File: src/design/rss_alu_pkg.sv
// Purpose: Shared constants and operation codes for the rotate/subtract/skip ALU
// Assumes: Decoder presents one operation per machine cycle
// Notes:   Flags follow the core's status layout
//
// Contract
// - Rotate-left-to-acc puts memory rotated left in acc; memory, flags kept.
// - Rotate-left-through-carry on memory: old carry into bit 0, bit 7 to carry.
// - Acc form of left-through-carry writes acc, carry from memory bit 7.
// - Rotate-right on memory: bit 0 into bit 7, no flag changes.
// - Rotate-right-to-acc puts memory rotated right in acc; memory, flags kept.
// - Rotate-right-through-carry on memory: old carry into bit 7, bit 0 to carry.
// - Acc form of right-through-carry writes acc, carry from memory bit 0.
// - Subtract-with-borrow: acc minus memory minus inverted carry into acc.
// - Memory form of subtract-with-borrow writes difference to memory.
// - Carry clears on negative result, sets on zero or positive.
// - Subtract-to-memory stores acc minus memory in memory, acc kept.
// - Immediate subtract takes the instruction constant from acc.
// - Decrement-skip writes memory minus one, skips on zero, no flags.
// - Acc form of decrement-skip writes acc, memory kept, skips on zero.
// - Increment-skip writes memory plus one, skips on zero wrap, no flags.
// - Acc form of increment-skip writes acc, memory kept, skips on zero.
// - Bit-nonzero skip skips when selected bit is one, no flags.
// - A taken skip adds a dummy cycle, two machine cycles total.
// - Set-byte writes all ones to memory, no flags.
// - Set-bit drives only the selected bit to one, no flags.
// - Nibble swap exchanges memory nibbles in place, no flags.

package rss_alu_pkg;

  localparam int unsigned DATA_W  = 8;
  localparam int unsigned OP_W    = 5;
  localparam logic [7:0]  ALL_ONES = 8'hff;
  localparam logic [7:0]  ACC_RST  = 8'h00;

  // Operation codes from the decoder
  typedef enum logic [4:0] {
    OP_NONE       = 5'h00,
    OP_RL_ACC     = 5'h01,
    OP_RCL_MEM    = 5'h02,
    OP_RCL_ACC    = 5'h03,
    OP_ROR_MEM    = 5'h04,
    OP_ROR_ACC    = 5'h05,
    OP_RCR_MEM    = 5'h06,
    OP_RCR_ACC    = 5'h07,
    OP_SBB_ACC    = 5'h08,
    OP_SBB_MEM    = 5'h09,
    OP_SUB_MEM    = 5'h0a,
    OP_SUB_IMM    = 5'h0b,
    OP_DSZ_MEM    = 5'h0c,
    OP_DSZ_ACC    = 5'h0d,
    OP_ISZ_MEM    = 5'h0e,
    OP_ISZ_ACC    = 5'h0f,
    OP_SKIP_BIT1  = 5'h10,
    OP_SET_BYTE   = 5'h11,
    OP_SET_BIT    = 5'h12,
    OP_SWAP_MEM   = 5'h13
  } op_t;

  // Sequencer states
  typedef enum logic [0:0] {
    ST_EXEC  = 1'b0,
    ST_DUMMY = 1'b1
  } seq_state_t;

endpackage : rss_alu_pkg

File: src/design/rss_sub_unit.sv
// Purpose: Eight-bit subtractor with borrow-in and status outputs
// Assumes: Carry input is the inverted borrow
// Notes:   Pure combinational, no state

`timescale 1ns/10ps

module rss_sub_unit (
  input  wire logic [7:0] minuend_i,
  input  wire logic [7:0] subtrahend_i,
  input  wire logic       carry_i,
  output logic      [7:0] diff_o,
  output logic            carry_o,
  output logic            half_o,
  output logic            ovf_o,
  output logic            zero_o
);

  logic [8:0] full_sum;
  logic [4:0] low_sum;

  // Add the complement; carry-out equals no borrow
  always_comb begin
    full_sum = {1'b0, minuend_i} + {1'b0, ~subtrahend_i} + {8'h00, carry_i};
    low_sum  = {1'b0, minuend_i[3:0]} + {1'b0, ~subtrahend_i[3:0]}
             + {4'h0, carry_i};
    diff_o   = full_sum[7:0];
    carry_o  = full_sum[8];
    half_o   = low_sum[4];
    // Sign error: operands differ in sign and result sign follows subtrahend
    ovf_o    = (minuend_i[7] ^ subtrahend_i[7])
             & (minuend_i[7] ^ full_sum[7]);
    zero_o   = (full_sum[7:0] == 8'h00);
  end

endmodule : rss_sub_unit

File: src/design/rss_alu.sv
// Purpose: Executes rotate, subtract, skip, set and swap operations
// Assumes: Memory byte and operands are valid in the cycle op_valid_i is high
// Notes:   Accumulator and flags live here; memory writes leave as strobes

`timescale 1ns/10ps

module rss_alu (
  input  wire logic       clk_i,
  input  wire logic       nrst_i,
  input  wire logic       op_valid_i,
  input  wire logic [4:0] op_i,
  input  wire logic [7:0] mem_rd_i,
  input  wire logic [7:0] imm_i,
  input  wire logic [2:0] bit_sel_i,
  output logic            busy_o,
  output logic            mem_we_o,
  output logic      [7:0] mem_wd_o,
  output logic            skip_o,
  output logic            dummy_o,
  output logic      [7:0] acc_o,
  output logic            carry_flag_o,
  output logic            half_carry_flag_o,
  output logic            zero_flag_o,
  output logic            overflow_flag_o
);

  ////////////////////////////////////////////////////////////////////////////
  // State

  typedef struct packed {
    rss_alu_pkg::seq_state_t st;
    logic [7:0]              acc;
    logic                    cy;
    logic                    hc;
    logic                    zf;
    logic                    vf;
    logic                    we;
    logic [7:0]              wd;
    logic                    skip;
  } alu_state_t;

  alu_state_t cur_r;
  alu_state_t cur_nxt;

  rss_alu_pkg::op_t op;
  logic [7:0] sub_a;
  logic [7:0] sub_b;
  logic       sub_cin;
  logic [7:0] sub_d;
  logic       sub_c;
  logic       sub_h;
  logic       sub_v;
  logic       sub_z;
  logic [7:0] dec_v;
  logic [7:0] inc_v;
  logic [7:0] bit_mask;
  logic       accept;

  assign op     = rss_alu_pkg::op_t'(op_i);
  assign accept = op_valid_i && (cur_r.st == rss_alu_pkg::ST_EXEC);
  assign dec_v  = mem_rd_i - 8'h01;
  assign inc_v  = mem_rd_i + 8'h01;

  // One-hot mask of the selected bit
  genvar gi;
  generate
    for (gi = 0; gi < 8; gi++) begin : g_mask
      assign bit_mask[gi] = (bit_sel_i == 3'(gi));
    end
  endgenerate

  ////////////////////////////////////////////////////////////////////////////
  // Subtractor operand select

  always_comb begin
    sub_a   = cur_r.acc;
    sub_b   = mem_rd_i;
    sub_cin = 1'b1;
    unique case (op)
      rss_alu_pkg::OP_SBB_ACC,
      rss_alu_pkg::OP_SBB_MEM: sub_cin = cur_r.cy;
      rss_alu_pkg::OP_SUB_IMM: sub_b   = imm_i;
      default:                 sub_cin = 1'b1;
    endcase
  end

  rss_sub_unit u_sub (
    .minuend_i    (sub_a),
    .subtrahend_i (sub_b),
    .carry_i      (sub_cin),
    .diff_o       (sub_d),
    .carry_o      (sub_c),
    .half_o       (sub_h),
    .ovf_o        (sub_v),
    .zero_o       (sub_z)
  );

  ////////////////////////////////////////////////////////////////////////////
  // Next state

  // Write strobe and skip are one-cycle pulses, cleared by default
  always_comb begin
    cur_nxt      = cur_r;
    cur_nxt.we   = 1'b0;
    cur_nxt.skip = 1'b0;
    cur_nxt.st   = rss_alu_pkg::ST_EXEC;
    if (accept) begin
      unique case (op)
        rss_alu_pkg::OP_RL_ACC:
          cur_nxt.acc = {mem_rd_i[6:0], mem_rd_i[7]};
        rss_alu_pkg::OP_RCL_MEM: begin
          cur_nxt.we = 1'b1;
          cur_nxt.wd = {mem_rd_i[6:0], cur_r.cy};
          cur_nxt.cy = mem_rd_i[7];
        end
        rss_alu_pkg::OP_RCL_ACC: begin
          cur_nxt.acc = {mem_rd_i[6:0], cur_r.cy};
          cur_nxt.cy  = mem_rd_i[7];
        end
        rss_alu_pkg::OP_ROR_MEM: begin
          cur_nxt.we = 1'b1;
          cur_nxt.wd = {mem_rd_i[0], mem_rd_i[7:1]};
        end
        rss_alu_pkg::OP_ROR_ACC:
          cur_nxt.acc = {mem_rd_i[0], mem_rd_i[7:1]};
        rss_alu_pkg::OP_RCR_MEM: begin
          cur_nxt.we = 1'b1;
          cur_nxt.wd = {cur_r.cy, mem_rd_i[7:1]};
          cur_nxt.cy = mem_rd_i[0];
        end
        rss_alu_pkg::OP_RCR_ACC: begin
          cur_nxt.acc = {cur_r.cy, mem_rd_i[7:1]};
          cur_nxt.cy  = mem_rd_i[0];
        end
        rss_alu_pkg::OP_SBB_ACC,
        rss_alu_pkg::OP_SUB_IMM,
        rss_alu_pkg::OP_SBB_MEM,
        rss_alu_pkg::OP_SUB_MEM: begin
          if (op == rss_alu_pkg::OP_SBB_ACC || op == rss_alu_pkg::OP_SUB_IMM)
            cur_nxt.acc = sub_d;
          else begin
            cur_nxt.we = 1'b1;
            cur_nxt.wd = sub_d;
          end
          cur_nxt.cy = sub_c;
          cur_nxt.hc = sub_h;
          cur_nxt.zf = sub_z;
          cur_nxt.vf = sub_v;
        end
        rss_alu_pkg::OP_DSZ_MEM: begin
          cur_nxt.we   = 1'b1;
          cur_nxt.wd   = dec_v;
          cur_nxt.skip = (dec_v == 8'h00);
        end
        rss_alu_pkg::OP_DSZ_ACC: begin
          cur_nxt.acc  = dec_v;
          cur_nxt.skip = (dec_v == 8'h00);
        end
        rss_alu_pkg::OP_ISZ_MEM: begin
          cur_nxt.we   = 1'b1;
          cur_nxt.wd   = inc_v;
          cur_nxt.skip = (inc_v == 8'h00);
        end
        rss_alu_pkg::OP_ISZ_ACC: begin
          cur_nxt.acc  = inc_v;
          cur_nxt.skip = (inc_v == 8'h00);
        end
        rss_alu_pkg::OP_SKIP_BIT1:
          cur_nxt.skip = |(mem_rd_i & bit_mask);
        rss_alu_pkg::OP_SET_BYTE: begin
          cur_nxt.we = 1'b1;
          cur_nxt.wd = rss_alu_pkg::ALL_ONES;
        end
        rss_alu_pkg::OP_SET_BIT: begin
          cur_nxt.we = 1'b1;
          cur_nxt.wd = mem_rd_i | bit_mask;
        end
        rss_alu_pkg::OP_SWAP_MEM: begin
          cur_nxt.we = 1'b1;
          cur_nxt.wd = {mem_rd_i[3:0], mem_rd_i[7:4]};
        end
        default: cur_nxt.we = 1'b0; // Unknown codes do nothing
      endcase
      // A taken skip holds the next cycle as a dummy
      if (cur_nxt.skip)
        cur_nxt.st = rss_alu_pkg::ST_DUMMY;
    end
  end

  // Single register bank for all state
  always_ff @(posedge clk_i or negedge nrst_i) begin
    if (!nrst_i) begin
      cur_r     <= '0;
      cur_r.acc <= rss_alu_pkg::ACC_RST;
    end else begin
      cur_r <= cur_nxt;
    end
  end

  ////////////////////////////////////////////////////////////////////////////
  // Outputs

  // Busy decodes the state register so the decoder stalls in the dummy cycle
  assign busy_o            = (cur_r.st == rss_alu_pkg::ST_DUMMY);
  assign dummy_o           = (cur_r.st == rss_alu_pkg::ST_DUMMY);
  assign mem_we_o          = cur_r.we;
  assign mem_wd_o          = cur_r.wd;
  assign skip_o            = cur_r.skip;
  assign acc_o             = cur_r.acc;
  assign carry_flag_o      = cur_r.cy;
  assign half_carry_flag_o = cur_r.hc;
  assign zero_flag_o       = cur_r.zf;
  assign overflow_flag_o   = cur_r.vf;

  ////////////////////////////////////////////////////////////////////////////
  // Checks

  a_rotl_acc: assert property (
    @(posedge clk_i) disable iff (!nrst_i)
    accept && op == rss_alu_pkg::OP_RL_ACC |=> acc_o ==
      {$past(mem_rd_i[6:0]), $past(mem_rd_i[7])} && !mem_we_o
      && $stable(carry_flag_o))
    else $error("rotate left to acc wrong");

  a_rcl_mem: assert property (
    @(posedge clk_i) disable iff (!nrst_i)
    accept && op == rss_alu_pkg::OP_RCL_MEM |=> mem_we_o
      && mem_wd_o == {$past(mem_rd_i[6:0]), $past(carry_flag_o)}
      && carry_flag_o == $past(mem_rd_i[7]) && $stable(acc_o))
    else $error("rotate left through carry wrong");

  // Carry must come from the memory byte, not from the old accumulator
  a_rcl_acc: assert property (
    @(posedge clk_i) disable iff (!nrst_i)
    accept && op == rss_alu_pkg::OP_RCL_ACC |=> !mem_we_o
      && acc_o == {$past(mem_rd_i[6:0]), $past(carry_flag_o)}
      && carry_flag_o == $past(mem_rd_i[7]))
    else $error("rotate left through carry to acc wrong");

  a_rcr_acc: assert property (
    @(posedge clk_i) disable iff (!nrst_i)
    accept && op == rss_alu_pkg::OP_RCR_ACC |=> !mem_we_o
      && acc_o == {$past(carry_flag_o), $past(mem_rd_i[7:1])}
      && carry_flag_o == $past(mem_rd_i[0]))
    else $error("rotate right through carry to acc wrong");

  a_rcr_mem: assert property (
    @(posedge clk_i) disable iff (!nrst_i)
    accept && op == rss_alu_pkg::OP_RCR_MEM |=> mem_we_o
      && mem_wd_o == {$past(carry_flag_o), $past(mem_rd_i[7:1])}
      && carry_flag_o == $past(mem_rd_i[0]) && $stable(acc_o))
    else $error("rotate right through carry wrong");

  a_ror_mem: assert property (
    @(posedge clk_i) disable iff (!nrst_i)
    accept && op == rss_alu_pkg::OP_ROR_MEM |=> mem_we_o
      && mem_wd_o == {$past(mem_rd_i[0]), $past(mem_rd_i[7:1])}
      && $stable(carry_flag_o))
    else $error("rotate right memory wrong");

  a_ror_acc: assert property (
    @(posedge clk_i) disable iff (!nrst_i)
    accept && op == rss_alu_pkg::OP_ROR_ACC |=> !mem_we_o
      && acc_o == {$past(mem_rd_i[0]), $past(mem_rd_i[7:1])}
      && $stable(carry_flag_o))
    else $error("rotate right to acc wrong");

  a_sub_carry: assert property (
    @(posedge clk_i) disable iff (!nrst_i)
    accept && op == rss_alu_pkg::OP_SUB_MEM |=> mem_we_o
      && carry_flag_o == ($past(acc_o) >= $past(mem_rd_i))
      && mem_wd_o == 8'($past(acc_o) - $past(mem_rd_i)) && $stable(acc_o))
    else $error("subtract carry wrong");

  a_sbb_acc: assert property (
    @(posedge clk_i) disable iff (!nrst_i)
    accept && op == rss_alu_pkg::OP_SBB_ACC |=> acc_o ==
      8'($past(acc_o) - $past(mem_rd_i) - {7'h00, !$past(carry_flag_o)})
      && zero_flag_o == (acc_o == 8'h00))
    else $error("subtract with borrow wrong");

  // Immediate operand must replace the memory byte in the subtractor
  a_sub_imm: assert property (
    @(posedge clk_i) disable iff (!nrst_i)
    accept && op == rss_alu_pkg::OP_SUB_IMM |=> !mem_we_o
      && acc_o == 8'($past(acc_o) - $past(imm_i))
      && carry_flag_o == ($past(acc_o) >= $past(imm_i)))
    else $error("immediate subtract wrong");

  a_skip_dummy: assert property (
    @(posedge clk_i) disable iff (!nrst_i)
    skip_o |-> dummy_o ##1 !dummy_o)
    else $error("skip dummy cycle wrong");

  a_dsz_skip: assert property (
    @(posedge clk_i) disable iff (!nrst_i)
    accept && op == rss_alu_pkg::OP_DSZ_MEM |=>
      skip_o == ($past(mem_rd_i) == 8'h01) && mem_we_o)
    else $error("decrement skip wrong");

  a_isz_skip: assert property (
    @(posedge clk_i) disable iff (!nrst_i)
    accept && op == rss_alu_pkg::OP_ISZ_MEM |=> mem_we_o
      && skip_o == ($past(mem_rd_i) == 8'hff)
      && mem_wd_o == 8'($past(mem_rd_i) + 8'h01))
    else $error("increment skip wrong");

  a_bit_skip: assert property (
    @(posedge clk_i) disable iff (!nrst_i)
    accept && op == rss_alu_pkg::OP_SKIP_BIT1 |=>
      skip_o == $past(mem_rd_i[bit_sel_i]) && !mem_we_o)
    else $error("bit skip wrong");

  a_set_byte: assert property (
    @(posedge clk_i) disable iff (!nrst_i)
    accept && op == rss_alu_pkg::OP_SET_BYTE |=> mem_we_o
      && mem_wd_o == rss_alu_pkg::ALL_ONES && $stable(carry_flag_o))
    else $error("set byte wrong");

  a_single_cyc: assert property (
    @(posedge clk_i) disable iff (!nrst_i)
    accept && op == rss_alu_pkg::OP_SWAP_MEM |=> !busy_o && mem_we_o
      && mem_wd_o == {$past(mem_rd_i[3:0]), $past(mem_rd_i[7:4])})
    else $error("single cycle op wrong");

endmodule : rss_alu

File: config.mk
export PLATFORM = sky130hd
export DESIGN_NAME = rss_alu
export DESIGN_NICKNAME = d
export VERILOG_FILES = /design/src/design/rss_alu_pkg.sv /design/src/design/rss_sub_unit.sv /design/src/design/rss_alu.sv
export SDC_FILE = /design/constraint.sdc
export NUM_CORES = 1
export LEC_CHECK = 0
export BUFFER_PORTS_ARGS = -buffer_cell sky130_fd_sc_hd__buf_2
export CORE_MARGIN = 2
export CORE_UTILIZATION = 30
export CTS_CLUSTER_SIZE = 40
export DETAILED_ROUTE_END_ITERATION = 12
export RECOVER_POWER = 50
export SLEW_MARGIN = 10
export SYNTH_ARGS = -nofsm -noshare
export SYNTH_HDL_FRONTEND = slang
export SYNTH_SLANG_ARGS = --single-unit
File: constraint.sdc
create_clock -name clk_i -period 5.6 [get_ports clk_i]
set_clock_uncertainty 0.1 [all_clocks]
set_input_delay 1.12 -clock clk_i [delete_from_list [all_inputs] [get_ports clk_i]]
set_output_delay 1.12 -clock clk_i [all_outputs]
set_load 0.05 [all_outputs]
==> qor.csv, run 1 <==
metric,value,unit
flop-to-flop setup slack,2.55,ns
leakage power,1.17,nW
1st-iter DRT viols,294,
TritonCTS Sinks,22,
DRT Pass-1 Iters,5,
asr flop ratio synth,100,%
Final Non-Filler Cells,496,
run status,"complete, no violations",
Seq pwr share,28.6,%
Yosys cell types,66,
slowest CP cell,and3_1,
internal power,0.374,mW
port bufs,50,
Ys Warns,0,
Fin. Hold Viols,0,
Synth Flop Type,dfrtp_1,
CTS Buf Count,3,
synthesized area per cell,7.35,um2
latest clock arrival within the worst-skew pair,0.26,ns
CP endpoint kind,flop,
Final Max Slew Viols,0,
Seq cells post-synth,22,
Mapped Cells,365,
reg2reg start,carry_flag_o,
post-layout min period,4.51,ns
placement row count,34,
WHS,0.389,ns
most frequent cells in the layout,"40 x nand2_1, 37 x buf_2, 35 x nor2_1",
post-CTS setup buffers,0,
worst endpoint required time,5.68,ns
CTS tree,yes,
All-Layer GR Usage,17.8,%
hold path startpoint,mem_wd_o[7],
DRT antenna net count,0,
Worst Tran Pin Value,1.22,ns
Detailed Place HPWL,6560,um
CP max stage delay,0.57,ns
GRT overflow,0,
crit path kind,primary input to flop,
vias in the first global route,2687,
DRC viols,0,
first-pass GRT wire length,14200,um
DIE HEIGHT,98.5,um
clk buf depth,2,
hold buffers post-CTS,0,
number of synthesized flops with an enable pin,0,
placed cell count,493,
Post-Route WL,8700,um
"CTS clk-pin slew, worst paths",0.08,ns
slew margin rel.,18.6,%
initial antenna violation count,0,
# diodes,0,
Logic pwr share,58.5,%
DR WL/cell,17.5,um
Nets,429,
CP cell instances,buf_2 -> nor3b_4 -> and3_1 -> a21oi_1 -> fa_1 -> inv_1 -> fa_1 -> nor2b_1 -> o31a_1 -> o31a_1 -> nor3_1 -> a221oi_1 -> a211oi_1,
"Seq/Total Area, Yosys",20.5,%
Final GP Congestion,0.928,
peak supply drop,0.0000654,V
Total Die Area,9710,um2
Layout Utilization,34.0,%
Mapped Area,2680,um2
DR vias,2881,
Total Neg Setup Slack,0,ns
Worst R2R End,acc_o[6],
pin count of the biggest net entering global routing,32,
core footprint,8680,um2
starting density of the core,30.9,%
setup ws final,1.09,ns
setup slack after placement,0.853,ns
CP startpoint,op_i[2],
P&R area growth vs syn,10.0,%
P per Cell Area,264,nW/um2
root buffer cell,clkbuf_8,
Reg2Reg Depth,10,
worst hold path type,flop to flop,
Switching Power,0.405,mW
Via density,5.81,
Max Cap Viol,0,
data arrival time of the worst path,4.59,ns
Startpoint Class,primary input,
Max Clock Freq,222,MHz
proportion of layout cells with a drive suffix above 1,14.7,%
chip width,98.5,um
"most common cell after layout, fill and taps aside",nand2_1,
Clock Power Share,12.9,%
CP Capture Point,acc_o[6],
Sw Share,52.0,%
cts repair resizes,0,
period utilization,80.6,%
final setup vio count,0,
RSZ-0062 raised after global routing,false,
H-Tree Depth,1,
# IOs,51,
Crit Path Max Fanout,24,
Mapped Nets,404,
cells in the mapped netlist, types with 3 or more instances:
master	count	area, um2
nand2_1	40	150
nor2_1	35	131
a21oi_1	26	130
dfrtp_1	22	551
o21ai_0	19	95.1
nor3_1	17	85.1
buf_2	14	70.1
o21ai_1	14	70.1
clkbuf_1	11	41.3
ha_1	10	125
inv_1	9	33.8
xnor2_1	9	78.8
a221oi_1	8	70.1
nand3_1	8	40.0
a211oi_1	7	52.6
xor2_1	7	61.3
nand2b_1	6	37.5
nor2b_1	6	37.5
a31oi_1	5	31.3
mux2i_1	5	50.1
a22o_1	4	35.0
and3_1	4	25.0
inv_2	4	15.0
nand4_1	4	25.0
o21a_1	4	30.0
a21o_1	3	22.5
a222oi_1	3	30.0
a22oi_1	3	22.5
nand3b_1	3	22.5
nor4b_1	3	26.3
o22ai_1	3	18.8
o31a_1	3	26.3
o31ai_1	3	22.5
or2_1	3	18.8
power groups by stage:
stage	sequential (mW)	clock, mW	combinational, mW
floorplan	0.348	0	0.220
global placement	0.226	0	0.456
detailed placement	0.226	0	0.458
CTS	0.223	0.105	0.459
global route	0.228	0.113	0.492
finish	0.223	0.101	0.456
area by class of cell:
cell class | instances | area [um2]
well taps | 108 | 135
clock buffers | 3 | 41.3
multi-input cells | 300 | 1940
flip-flops and latches | 22 | 551
repair buffers | 50 | 234
inverters | 13 | 48.8
fillers | 942 | 5730
critical path: cells and delay by family:
kind / cells / cell delay (ns)
and+or+nand+nor: 4 / 1.44
AOI/OAI and AO/OA: 5 / 1.04
buffers and inverters: 2 / 0.33
adders and majority gates: 2 / 0.65
kinds of logic after synthesis:
family | synth area share, %
and+or+nand+nor | 28.4
AOI/OAI and AO/OA | 28.2
buffers and inverters | 7.09
DFF | 20.5
xor gates and xnor gates | 5.23
adders and majority gates | 6.16
muxes | 4.39
worst min path at each step:
stage	to	slack [ns]	cells past startpoint
4_1_cts	overflow_flag_o	0.39	2
2_1_floorplan	mem_wd_o[1]	0.65	2
5_1_grt	mem_wd_o[1]	0.42	2
3_5_place_dp	overflow_flag_o	0.37	2
6_report	mem_wd_o[7]	0.39	2
3_3_place_gp	mem_wd_o[1]	0.37	2
flip-flops by register name (all words and copies together), names as in the netlist:
signal,count
acc_o,8
mem_we_o,1
zero_flag_o,1
skip_o,1
mem_wd_o,8
overflow_flag_o,1
half_carry_flag_o,1
carry_flag_o,1
per-stage QoR:
| step | instance area (um2) | power [mW] |
|---|---|---|
| after CTS | 2970 | 0.787 |
| after global placement | 2930 | 0.682 |
| final | 2950 | 0.779 |
| after detailed placement | 2930 | 0.684 |
| after global routing | 2950 | 0.833 |
| after floorplan | 2680 | 0.569 |
layer usage:
layer	part of all wire (%)	vias to the layer above	wire (um)	GRT usage, %
met3	7.8	14	677	2.34
met4	2.3	0	201	5.69
met1	45	1353	3900	25.9
li1	-	1383	-	-
met5	0	-	0	0
met2	45	131	3920	27.5
Note: power is estimated with default switching activity, not from simulation.
==> run 2, diff against run 1 <==
==> constraint.sdc (replaced) <==
create_clock -name clk_i -period 3.82 [get_ports clk_i]
set_clock_uncertainty 0.1 [all_clocks]
set_input_delay 0.764 -clock clk_i [delete_from_list [all_inputs] [get_ports clk_i]]
set_output_delay 0.764 -clock clk_i [all_outputs]
set_load 0.05 [all_outputs]
==> run 2 against run 1 <==
Largest cell class unchanged; critical path type unchanged; critical endpoint unchanged; clock power grew 71%; cell count increased by 4.0%; first-iteration DRC count down 26%.
==> qor.csv, run 2 (synthesis results as in run 1) <==
metric,value,unit,change
CTS Buf Count,3,,unchanged
initial antenna violation count,0,,unchanged
DRT antenna net count,0,,unchanged
Final Max Slew Viols,0,,unchanged
worst endpoint required time,3.91,ns,-1.77 ns
Nets,448,,+4.4%
core footprint,8680,um2,unchanged
RSZ-0062 raised after global routing,false,,
Detailed Place HPWL,7120,um,+8.5%
Worst Tran Pin Value,1.25,ns,+0.0296 ns
clk buf depth,2,,unchanged
setup ws final,0.345,ns,-0.741 ns
vias in the first global route,2840,,+5.7%
post-CTS setup buffers,0,,unchanged
DR top layer,met4,,
DR WL/cell,17.7,um,+1.1%
Post-Route WL,9150,um,+5.2%
CP endpoint kind,flop,,
first-pass GRT wire length,15000,um,+5.6%
WHS,0.387,ns,-0.00230 ns
period utilization,91.0,%,
P per Cell Area,384,nW/um2,+45%
CTS tree,yes,,
placement row count,34,,unchanged
met2 wire length,4100,um,+4.6%
leakage power,1.26,nW,+8.6%
placed cell count,512,,+3.9%
most frequent cells in the layout,"40 x nand2_1, 37 x buf_2, 35 x nor2_1",,
setup slack after placement,0.0456,ns,-0.808 ns
hold buffers post-CTS,0,,unchanged
worst hold path type,flop to flop,,
DIE HEIGHT,98.5,um,unchanged
Fin. Hold Viols,0,,unchanged
chip width,98.5,um,unchanged
run status,"complete, no violations",,
latest clock arrival within the worst-skew pair,0.27,ns,about the same
TritonCTS Sinks,22,,unchanged
post-layout min period,3.47,ns,
fillers,951,,+0.96%
final setup vio count,0,,unchanged
H-Tree Depth,1,,unchanged
DRT Pass-1 Iters,5,,unchanged
Startpoint Class,primary input,,
crit path kind,primary input to flop,,
slew margin rel.,16.6,%,-2.0 points
Total Neg Setup Slack,0,ns,unchanged
peak supply drop,0.000134,V,+100%
# diodes,0,,unchanged
DR vias,2983,,+3.5%
Max Cap Viol,0,,unchanged
"CTS clk-pin slew, worst paths",0.08,ns,about the same
Final GP Congestion,0.953,,+2.7%
Total Die Area,9710,um2,unchanged
cts repair resizes,0,,unchanged
All-Layer GR Usage,19.0,%,+1.2 points
root buffer cell,clkbuf_8,,
GRT overflow,0,,unchanged
Final Non-Filler Cells,516,,+4.0%
1st-iter DRT viols,218,,-26%
Crit Path Max Fanout,3,,-88%
port bufs,50,,unchanged
met1 wire length,4080,um,+4.7%
Via density,5.78,,-0.47%
Tot Pwr,1.20,mW,+53%
Max Clock Freq,288,MHz,
pin count of the biggest net entering global routing,30,,-6.3%
# IOs,51,,unchanged
Routed met3 length,624,um,-7.8%
"most common cell after layout, fill and taps aside",nand2_1,,
starting density of the core,30.9,%,unchanged
proportion of layout cells with a drive suffix above 1,19.1,%,+4.4 points
data arrival time of the worst path,3.56,ns,-1.03 ns
P&R area growth vs syn,16.1,%,
DRC viols,0,,unchanged
==> run 2: cell type report <==
| cell class | instances | area, um2 | share of cell area (%) |
|---|---|---|---|
| Timing Repair Buffer | 69 | 377 | 12.1 |
| Clock buffer | 4 | 55.1 | 1.77 |
| Multi-Input combinational cell | 300 | 1950 | 62.5 |
| Sequential cell | 22 | 551 | 17.7 |
| Inverter | 13 | 48.8 | 1.57 |
| Tap cell | 108 | 135 | 4.34 |
==> run 2: critical path, cell delays in order <==
cell and delay, ns:
buf_2 0.11, or3b_1 0.40, or3_1 0.37, fa_1 0.44, inv_1 0.10, fa_1 0.21, nor2b_1 0.07, o31a_1 0.25
o31a_1 0.27, nor3_2 0.26, a221oi_1 0.13, a211oi_1 0.19
==> run 2: worst paths after layout <==
path                                   start                 to  slack [ns]  cells past startpoint
worst max register to register  carry_flag_o           acc_o[6]        0.81                     10
worst max-delay path                 op_i[2]           acc_o[6]        0.35                     12
min in group asynchronous             nrst_i  half_carry_flag_o        0.64                      1
max in group asynchronous             nrst_i           acc_o[7]        2.24                      1
worst min register to register   mem_wd_o[0]        mem_wd_o[0]        0.39                      2
worst min-delay path             mem_wd_o[0]        mem_wd_o[0]        0.39                      2
==> run 2: where the power goes <==
part / internal [mW] / leakage (nW) / total (mW) / switching (mW)
clock: 0.0922 / 0.0288 / 0.173 / 0.0812
sequential: 0.285 / 0.265 / 0.326 / 0.0407
combinational: 0.209 / 0.971 / 0.697 / 0.488
==> run 2: metrics by stage <==
stage / util, % / area (um2)
global placement: 35.4 / 3070
CTS: 36.0 / 3130
global route: 35.9 / 3110
finish: 35.9 / 3110
floorplan: - / 2690
detailed placement: 35.4 / 3070
==> run 2: routing by layer <==
layer  vias to the layer above  GRT usage (%)
li1                       1429              -
met1                      1399           26.2
met2                       136           29.7
met3                        19           2.77
met4                         0           8.22
met5                         -              0
